`src/design/cio_pkg.sv`:
```
/*
 * Constants and carrier types for the increment-skip / OR / literal-load
 * execute slice of a 14-bit-instruction, 8-bit-data core.
 * Assumes one core clock; each instruction word is offered for one cycle.
 */

package cio_pkg;

    // ------------------------------------------------------------------
    // Widths
    // ------------------------------------------------------------------
    localparam int INSTR_W = 14;
    localparam int DATA_W  = 8;
    localparam int ADDR_W  = 7;

    // ------------------------------------------------------------------
    // Field positions inside the instruction word
    // ------------------------------------------------------------------
    localparam int OP_HI    = 13;
    localparam int OP_LO    = 8;
    localparam int DEST_BIT = 7;
    localparam int ADDR_HI  = 6;
    localparam int LIT_HI   = 7;

    // ------------------------------------------------------------------
    // Opcode patterns (bits 13:8) and their compare masks
    // ------------------------------------------------------------------
    localparam logic [5:0] OPC_INC_SKIP   = 6'h0f;  // 00 1111
    localparam logic [5:0] OPC_OR_REG     = 6'h04;  // 00 0100
    localparam logic [5:0] OPC_OR_LIT     = 6'h38;  // 11 1000
    localparam logic [5:0] OPC_MOVE_LIT   = 6'h30;  // 11 00xx
    localparam logic [5:0] MASK_FULL      = 6'h3f;
    localparam logic [5:0] MASK_MOVE_LIT  = 6'h3c;

    // ------------------------------------------------------------------
    // Destination select values
    // ------------------------------------------------------------------
    localparam logic DEST_ACC  = 1'b0;
    localparam logic DEST_FILE = 1'b1;

    // ------------------------------------------------------------------
    // Reset values
    // ------------------------------------------------------------------
    localparam logic [7:0] RST_ACC  = 8'h00;
    localparam logic       RST_ZERO = 1'b0;
    localparam logic [6:0] RST_ADDR = 7'h00;
    localparam logic [7:0] RST_DATA = 8'h00;

    // ------------------------------------------------------------------
    // Carrier types
    // ------------------------------------------------------------------
    typedef struct packed {
        logic              we;
        logic [ADDR_W-1:0] addr;
        logic [DATA_W-1:0] data;
    } cio_file_wr_t;

    typedef enum logic [2:0] {
        CIO_OP_NONE,
        CIO_OP_INC_SKIP,
        CIO_OP_OR_REG,
        CIO_OP_OR_LIT,
        CIO_OP_MOVE_LIT
    } cio_op_t;

endpackage

```
`src/design/cio_exec.sv`:
```
/*
 * Execute slice for four single-word instructions: increment file register
 * and skip if the sum is zero, OR accumulator with file register, OR
 * accumulator with literal, and load literal into accumulator.
 * Assumes the core fetch stage offers one instruction word per cycle with
 * i_instr_valid, and that i_file_rdata holds the register addressed by that
 * word in the same cycle. All inputs are on i_clock.
 */

`timescale 1ns/1ns
`default_nettype none

module cio_exec (
    // Clock and reset
    input  wire logic                      i_clock,
    input  wire logic                      i_rst,
    // Instruction from fetch
    input  wire logic                      i_instr_valid,
    input  wire logic [cio_pkg::INSTR_W-1:0] i_instr,
    // Operand read from the file
    input  wire logic [cio_pkg::DATA_W-1:0]  i_file_rdata,
    // Architectural state
    output logic      [cio_pkg::DATA_W-1:0]  o_acc,
    output logic                           o_zero,
    // File write-back
    output cio_pkg::cio_file_wr_t          o_file_wr,
    // Sequencing
    output logic                           o_executed,
    output logic                           o_discarded,
    output logic                           o_skip_pending,
    output logic                           o_foreign
);

    // ------------------------------------------------------------------
    // State
    // ------------------------------------------------------------------
    logic [cio_pkg::DATA_W-1:0] acc_q;
    logic [cio_pkg::DATA_W-1:0] acc_d;
    logic                       zero_q;
    logic                       zero_d;
    cio_pkg::cio_file_wr_t      wr_q;
    cio_pkg::cio_file_wr_t      wr_d;
    logic                       skip_q;
    logic                       skip_d;
    logic                       exec_q;
    logic                       disc_q;
    logic                       foreign_q;

    // ------------------------------------------------------------------
    // Field extraction
    // ------------------------------------------------------------------
    wire logic [5:0]                 opc_w;
    wire logic                       dest_w;
    wire logic [cio_pkg::ADDR_W-1:0] faddr_w;
    wire logic [cio_pkg::DATA_W-1:0] lit_w;

    assign opc_w   = i_instr[cio_pkg::OP_HI:cio_pkg::OP_LO];
    assign dest_w  = i_instr[cio_pkg::DEST_BIT];
    assign faddr_w = i_instr[cio_pkg::ADDR_HI:0];
    assign lit_w   = i_instr[cio_pkg::LIT_HI:0];

    // ------------------------------------------------------------------
    // Decode
    // ------------------------------------------------------------------
    wire logic      hit_inc_w;
    wire logic      hit_orr_w;
    wire logic      hit_orl_w;
    wire logic      hit_mov_w;
    wire logic      live_w;
    cio_pkg::cio_op_t op_w;

    assign hit_inc_w = (opc_w & cio_pkg::MASK_FULL) == cio_pkg::OPC_INC_SKIP;
    assign hit_orr_w = (opc_w & cio_pkg::MASK_FULL) == cio_pkg::OPC_OR_REG;
    assign hit_orl_w = (opc_w & cio_pkg::MASK_FULL) == cio_pkg::OPC_OR_LIT;
    // Bits 9:8 are masked out so any assembler filler decodes the same
    assign hit_mov_w = (opc_w & cio_pkg::MASK_MOVE_LIT) == cio_pkg::OPC_MOVE_LIT;

    // A word fetched behind a zero-sum increment is never executed
    assign live_w = i_instr_valid && !skip_q;

    assign op_w = !live_w   ? cio_pkg::CIO_OP_NONE :
                  hit_inc_w ? cio_pkg::CIO_OP_INC_SKIP :
                  hit_orr_w ? cio_pkg::CIO_OP_OR_REG :
                  hit_orl_w ? cio_pkg::CIO_OP_OR_LIT :
                  hit_mov_w ? cio_pkg::CIO_OP_MOVE_LIT :
                              cio_pkg::CIO_OP_NONE;

    // ------------------------------------------------------------------
    // Operand forwarding
    // ------------------------------------------------------------------
    // The write-back lands one cycle late, so a back-to-back read of the
    // same register would otherwise see the stale file value.
    // Only the last write-back is held: the file must take each write at once.
    wire logic                       fwd_w;
    wire logic [cio_pkg::DATA_W-1:0] fval_w;

    assign fwd_w  = wr_q.we && (wr_q.addr == faddr_w);
    assign fval_w = fwd_w ? wr_q.data : i_file_rdata;

    // ------------------------------------------------------------------
    // Datapath
    // ------------------------------------------------------------------
    wire logic [cio_pkg::DATA_W-1:0] inc_w;
    wire logic [cio_pkg::DATA_W-1:0] orr_w;
    wire logic [cio_pkg::DATA_W-1:0] orl_w;
    wire logic                       inc_zero_w;
    wire logic                       orr_zero_w;
    wire logic                       orl_zero_w;

    assign inc_w      = cio_pkg::DATA_W'(fval_w + 8'h01);
    assign orr_w      = acc_q | fval_w;
    assign orl_w      = acc_q | lit_w;
    assign inc_zero_w = inc_w == 8'h00;
    assign orr_zero_w = orr_w == 8'h00;
    assign orl_zero_w = orl_w == 8'h00;

    // ------------------------------------------------------------------
    // Next state
    // ------------------------------------------------------------------
    // Only the two OR forms write zero_d; the increment and the literal
    // load must leave the flag exactly as the previous instruction set it.
    always_comb begin
        acc_d  = acc_q;
        zero_d = zero_q;
        wr_d   = '{we: 1'b0, addr: faddr_w, data: cio_pkg::RST_DATA};
        skip_d = 1'b0;
        unique case (op_w)
            cio_pkg::CIO_OP_INC_SKIP: begin
                // Status flags deliberately left alone
                if (dest_w == cio_pkg::DEST_FILE) begin
                    wr_d.we   = 1'b1;
                    wr_d.data = inc_w;
                end else begin
                    acc_d = inc_w;
                end
                skip_d = inc_zero_w;
            end
            cio_pkg::CIO_OP_OR_REG: begin
                if (dest_w == cio_pkg::DEST_FILE) begin
                    wr_d.we   = 1'b1;
                    wr_d.data = orr_w;
                end else begin
                    acc_d = orr_w;
                end
                zero_d = orr_zero_w;
            end
            cio_pkg::CIO_OP_OR_LIT: begin
                acc_d  = orl_w;
                zero_d = orl_zero_w;
            end
            cio_pkg::CIO_OP_MOVE_LIT: begin
                acc_d = lit_w;
            end
            cio_pkg::CIO_OP_NONE: begin
                acc_d = acc_q;
            end
        endcase
    end

    // ------------------------------------------------------------------
    // Registers
    // ------------------------------------------------------------------
    always_ff @(posedge i_clock) begin
        if (i_rst) begin
            acc_q  <= cio_pkg::RST_ACC;
            zero_q <= cio_pkg::RST_ZERO;
            wr_q   <= '{we: 1'b0, addr: cio_pkg::RST_ADDR, data: cio_pkg::RST_DATA};
        end else begin
            acc_q  <= acc_d;
            zero_q <= zero_d;
            wr_q   <= wr_d;
        end
    end

    // Skip stays armed until the next fetched word arrives, however late
    always_ff @(posedge i_clock) begin
        if (i_rst) begin
            skip_q <= 1'b0;
        end else if (i_instr_valid) begin
            skip_q <= skip_d;
        end
    end

    // Status pulses only; nothing here feeds back into the datapath
    always_ff @(posedge i_clock) begin
        if (i_rst) begin
            exec_q    <= 1'b0;
            disc_q    <= 1'b0;
            foreign_q <= 1'b0;
        end else begin
            exec_q    <= op_w != cio_pkg::CIO_OP_NONE;
            disc_q    <= i_instr_valid && skip_q;
            foreign_q <= live_w && (op_w == cio_pkg::CIO_OP_NONE);
        end
    end

    // ------------------------------------------------------------------
    // Outputs
    // ------------------------------------------------------------------
    assign o_acc          = acc_q;
    assign o_zero         = zero_q;
    assign o_file_wr      = wr_q;
    assign o_executed     = exec_q;
    assign o_discarded    = disc_q;
    assign o_skip_pending = skip_q;
    assign o_foreign      = foreign_q;

endmodule

`default_nettype wire

```
`config.mk`:
```
export PLATFORM = sky130hd
export DESIGN_NAME = cio_exec
export DESIGN_NICKNAME = d
export VERILOG_FILES = /design/src/design/cio_pkg.sv /design/src/design/cio_exec.sv
export SDC_FILE = /design/constraint.sdc
export NUM_CORES = 1
export LEC_CHECK = 0
export ABC_AREA = 1
export BUFFER_PORTS_ARGS = -buffer_cell sky130_fd_sc_hd__buf_4
export CAP_MARGIN = 10
export CORE_ASPECT_RATIO = 0.5
export CORE_UTILIZATION = 35
export CTS_BUF_LIST = sky130_fd_sc_hd__clkbuf_8
export CTS_CLUSTER_DIAMETER = 80
export CTS_CLUSTER_SIZE = 8
export DETAILED_ROUTE_END_ITERATION = 8
export GPL_TIMING_DRIVEN = 0
export PLACE_DENSITY = 0.55
export SLEW_MARGIN = 20
export SYNTH_ARGS = -nofsm -noshare
export SYNTH_HDL_FRONTEND = slang
export SYNTH_SLANG_ARGS = --single-unit
```
`constraint.sdc`:
```
create_clock -name i_clock -period 1.7 [get_ports i_clock]
set_clock_uncertainty 0.15 [all_clocks]
set_input_delay 0.425 -clock i_clock [delete_from_list [all_inputs] [get_ports i_clock]]
set_output_delay 0.425 -clock i_clock [all_outputs]
set_load 0.02 [all_outputs]
```
Word level (Yosys, flattened, before mapping)

Index checks and enable logic that the tools add are counted.

Bits in registers: 29
Input port bits: 25
Output and inout bits: 29
Logic and storage cells: 54

$add $sub $neg: 1
Equal/unequal tests: 11
Multiplexer cells: 15
Bitwise operators: 4
Reductions and logical operators: 14

Operators by type and width:

| cell                  | number |
|---|---|
| $mux W8               | 5 |
| $pmux W8 S4           | 1 |
| $logic_not A8 Y1      | 3 |
| $or A8 B8 Y8          | 2 |
| $pmux W8 S2           | 1 |
| $mux W3               | 5 |
| $add A8 B1 Y8 const B | 1 |
| $eq A7 B7 Y1          | 1 |
| $eq A3 B2 Y1 const B  | 2 |
| $eq A6 B3 Y1 const B  | 1 |
| $eq A6 B4 Y1 const B  | 1 |
| $eq A6 B6 Y1 const B  | 1 |
| $eq A4 B4 Y1 const B  | 1 |
| $logic_and A1 B1 Y1   | 4 |
| $ne A2 B2 Y1 const B  | 2 |
| $reduce_or A2 Y1      | 2 |
| $eq A3 B1 Y1 const B  | 1 |
| $eq A3 B3 Y1 const B  | 1 |
| $logic_not A3 Y1      | 1 |
| $reduce_and A3 Y1     | 1 |
| $reduce_bool A3 Y1    | 1 |
| $mux W1               | 2 |
| $not A1 Y1            | 2 |
| $pmux W1 S2           | 1 |
| 2 further kinds       | 2 |

Depth between registers and ports, before layout

Depth in word-level cells: 10
Depth in mapped cells: 17
Gate-level depth less buffers: 17

Least setup slack after synthesis

No wires, ideal clock.

Path kind: reg2reg
Start point: reg wr_q (netlist bit o_file_wr[13])
End point: reg acc_q (netlist bit o_acc[2])
Arrival time: 1607 ps
Required time: 1441 ps
Path slack: -166 ps
Stages on the path, launching flop included: 18
Path buffers: 0
Cells stage by stage: dfxtp_1 > inv_1 > nand2_1 > nand2_1 > inv_1 > nand2_2 > nor2_8 > nand2_2 > nand2_1 > nand2_2 > nand2_4 > inv_2 > nor2_1 > nor2_1 > nand2_1 > nand3_1 > nand2_1 > inv_1

Word-level cells in the longest chain between the ends: 6
Elaborated cells on any way between the ends: 8
Those cells by class: add/sub: 1; eq/ne: 1; mux: 4; bitwise: 1; reduce/logical: 1

Ends and longest elaborated chain:

| element                                       | RTL line                         | RTL |
|---|---|---|
| from (decl)                                   | cio_exec.sv:41                   | `cio_pkg::cio_file_wr_t wr_q;` |
| from (signal assigned)                        | cio_exec.sv:167                  | `wr_q <= '{we: 1'b0, addr: cio_pkg::RST_ADDR, data: cio_pkg::RST_DATA};` |
| from (signal assigned)                        | cio_exec.sv:171                  | `wr_q <= wr_d;` |
| $eq A7 B7 Y1 *                                | cio_exec.sv:97                   | `assign fwd_w = wr_q.we && (wr_q.addr == faddr_w);` |
| $logic_and A1 B1 Y1 *                         | cio_exec.sv:97                   |  |
| $mux W8 *                                     | cio_exec.sv:98                   | `assign fval_w = fwd_w ? wr_q.data : i_file_rdata;` |
| $add A8 B1 Y8 or $or A8 B8 Y8 (tied branches) | cio_exec.sv:110, cio_exec.sv:111 |  |
| $mux W8, on equally long branches             | cio_exec.sv:130, cio_exec.sv:139 |  |
| $pmux W8 S4 *                                 | cio_exec.sv:127                  | `unique case (op_w)` |
| to (signal assigned)                          | cio_exec.sv:165                  | `acc_q <= cio_pkg::RST_ACC;` |
| to (decl)                                     | cio_exec.sv:37                   | `logic [cio_pkg::DATA_W-1:0] acc_q;` |

Every way passes the cells marked *; elsewhere a longest branch is shown, timed or not. The select of a mux whose other input is x is not followed.
A chain may end at the register's enable or synchronous reset.

Final worst setup path

Start point: reg wr_q (netlist bit o_file_wr[9])
End point: reg zero_q, in the netlist o_zero

Word-level cells in the longest chain between the ends: 6

Ends and longest elaborated chain:

| element              | RTL line        | RTL |
|---|---|---|
| $eq A7 B7 Y1         | cio_exec.sv:97  |  |
| $logic_and A1 B1 Y1  | cio_exec.sv:97  |  |
| $mux W8              | cio_exec.sv:98  |  |
| $or A8 B8 Y8         | cio_exec.sv:111 | `assign orr_w = acc_q \| fval_w;` |
| $logic_not A8 Y1     | cio_exec.sv:114 | `assign orr_zero_w = orr_w == 8'h00;` |
| $pmux W1 S2          | cio_exec.sv:127 |  |
| to (signal assigned) | cio_exec.sv:166 | `zero_q <= cio_pkg::RST_ZERO;` |
| to (signal assigned) | cio_exec.sv:170 | `zero_q <= zero_d;` |
| to (decl)            | cio_exec.sv:39  | `logic zero_q;` |

Every way passes these cells.

==> results.md <==
* Hold-fix buffers, CTS at 0
* Placed insts at about 470
* # IOs at 54
* Status: complete, but fails checks
* Num Clock Sinks at 29
* Cell row count at 19
* DRT iter0 DRCs at 144
* Worst Path Required at 1.77 ns
* Post-route minimum period at 1.95 ns
* CP Max Fanout at 6
* Post-Layout Cell Count at 490
* Dpl cell area at 0.00266 mm^2
* Worst rel slew slack at between 60% and 70%
* Max clock buf depth at 2
* Mapped Cells at 342
* Hold Violations, Final at 0
* Fin. max-slew vios at 0
* Vias per cell at 4.95
* Multi-input logic area at 0.00149 mm^2
* CP Launch Type: register
* # Max-Cap Violations at 0
* Final Cell Area at 0.00306 mm^2
* Share of cells above drive strength 1 at between 40 and 50%
* CP endpoint kind: register
* Cell Pwr Density at 552 mW/mm^2
* Synthesized flop and latch total at 29
* Min Hold Slack at 0.216 ns
* Most common cell after layout, fill and taps aside: nand2_1
* Syn Area/Cell at 5.99 um^2
* Diode count at 0
* Crit share post-route at 115%
* Crit-path cells: inv_2 > nand2_2 > nand2_1 > inv_1 > nand2_2 > nor2_8 > nand2_4 > nand2_4 > nand2_4 > buf_4 > inv_4 > nand2_4 > nor3_2 > nand2_1 > a21oi_2
* CTS buffer count at 5
* Initial Util at 36.8%
* Routability Congestion at approximately 0.86
* Final setup fails at 18
* DR WL/cell at 13.9 um
* Vias in the first global route at between 2000 and 2500
* Width of the die at 110 um
* I/O Buffers at 53
* First-pass GRT wire length at 10.7 mm
* Pin count of the biggest net entering global routing at 11
* Setup ws final at -0.255 ns
* Drt drc at 0
* Routed via count at 2424
* Slowest stage cell, crit path: dfxtp_4
* Yosys warning count at 0
* Initial antenna violation count at 0
* Synth area leaders: dfxtp_1, nand2_1, inv_1
* Register cell area after layout at 606 um^2
* Fill count at 565
* Util after Layout at a little under three fifths
* Final HPWL DP at 5.26 mm
* VDD IR max at 0.000341 V
* CTS tree: yes
* Nets at 441
* FMAX at 512 MHz
* RSZ-0062 raised after global routing: true
* Reg clk slew, reported paths at ~0.070 ns
* DRT Wirelength at 6.79 mm
* Most frequent cells in the layout: nand2_1, buf_4, inv_1
* Synth Net Count at 367
* Cell with the most instances on the worst path: nand2_4
* WP data arrival at 2.02 ns
* Synth unique cells at 26
* Sequential area share after synthesis at approximately 28%
* Worst-Margin Slew at 0.523 ns
* Violated checks: setup timing
* TNS Setup at -3.21 ns
* Max incr delay on CP at 0.37 ns
* Pleak at 1.52 nW
* Area Growth Syn to Fin at 49.5%
* Pre-Repair DR Iteration Count at 4
* Core ar. at 0.00556 mm^2
* Yosys top cell by area: dfxtp_1
* Post-Syn Area at a little over 0.002 mm^2
* Later-pin clock latency in the skew report at 0.28 ns
* Total track usage at between 20% and 30%
* H-tree depth at 2
* Routed Antenna Nets at 0
* Total grt overflow at 0
* Critical path class: reg -> reg
* Die area at 0.00618 mm^2
* Yosys top cell area share at 28.3%
* HP Class: in -> reg
* Die Height at 56.1 um
* Clock root buffer: clkbuf_8
path summary, 6_finish.rpt:
check                      start     endpoint  slack (ns)  depth (start not counted)
setup reg to reg    o_file_wr[9]       o_zero       -0.25                         15
hold reg to reg   o_skip_pending  o_discarded        0.35                          2
setup / recovery    o_file_wr[9]       o_zero       -0.25                         15
hold / removal     i_instr_valid  o_discarded        0.22                          3
through the flow:
stage               setup slack [ns]  power, mW
finish                        -0.255       1.69
global route                  -0.405       1.76
CTS                           -0.252       1.69
detailed placement            -0.547       1.10
global placement              -0.519       1.09
floorplan                    -0.0416      0.948
where the power goes:
group / switching (mW) / internal (mW)
clock network: 0.286 / 0.273
registers: 0.0181 / 0.695
logic: 0.257 / 0.160
total: 0.561 / 1.13
state kept, by name, indices dropped and copies added (netlist names):
| name | cells |
|---|---|
| o_acc | 8 |
| o_discarded | 1 |
| o_executed | 1 |
| o_file_wr | 16 |
| o_foreign | 1 |
| o_skip_pending | 1 |
| o_zero | 1 |
layout make-up:
class                           instances  share of cell area (%)
Multi-Input combinational cell        259                    48.6
Sequential cell                        29                    19.8
Timing Repair Buffer                   66                    17.6
Inverter                               54                    8.29
Tap cell                               73                    2.98
Clock buffer                            5                    2.25
Clock inverter                          3                   0.368
Buffer                                  1                   0.123
critical path: cells and delay by family, from the launching register on:
kind	cells	cell delay (ns)
buf+inv	4	0.30
simple gates	10	0.94
flops	1	0.37
compound gates	1	0.12
repair_timing:
item | CTS | global route
gates cloned | 1 | 0
pin swaps | 22 | 8
endpoints found under the hold margin | 0 | 0
endpoints found under the setup margin | 18 | 18
gates resized for setup | 38 | 17
setup buffers | 9 | 4
Yosys cell counts, drive strengths merged:
library cell and instances:
o211ai 1, o21ai 11, dfxtp 29, a21oi 21
a31oi 1, nand3 30, clkinv 2, nor3 3
nand3b 5, a21boi 2, nand4 5, nor4 2
inv 52, or2 1, clkbuf 1, nand2 138
a22oi 1, nor2 37
cells by family after synthesis:
family | Yosys count | share of synthesized area, %
and+or+nand+nor | 221 | 51.6
AOI/OAI and AO/OA | 37 | 9.96
buffers and inverters | 55 | 10.1
DFF | 29 | 28.3
routing by layer:
layer	GRT usage, %	vias to the layer above	routed length [um]
met4	4.51	0	59
met2	34.6	81	2880
met1	33.7	1098	3290
met5	0	-	0
met3	6.44	7	563
li1	-	1238	-
No activity file was read; power rests on OpenSTA's default activity.
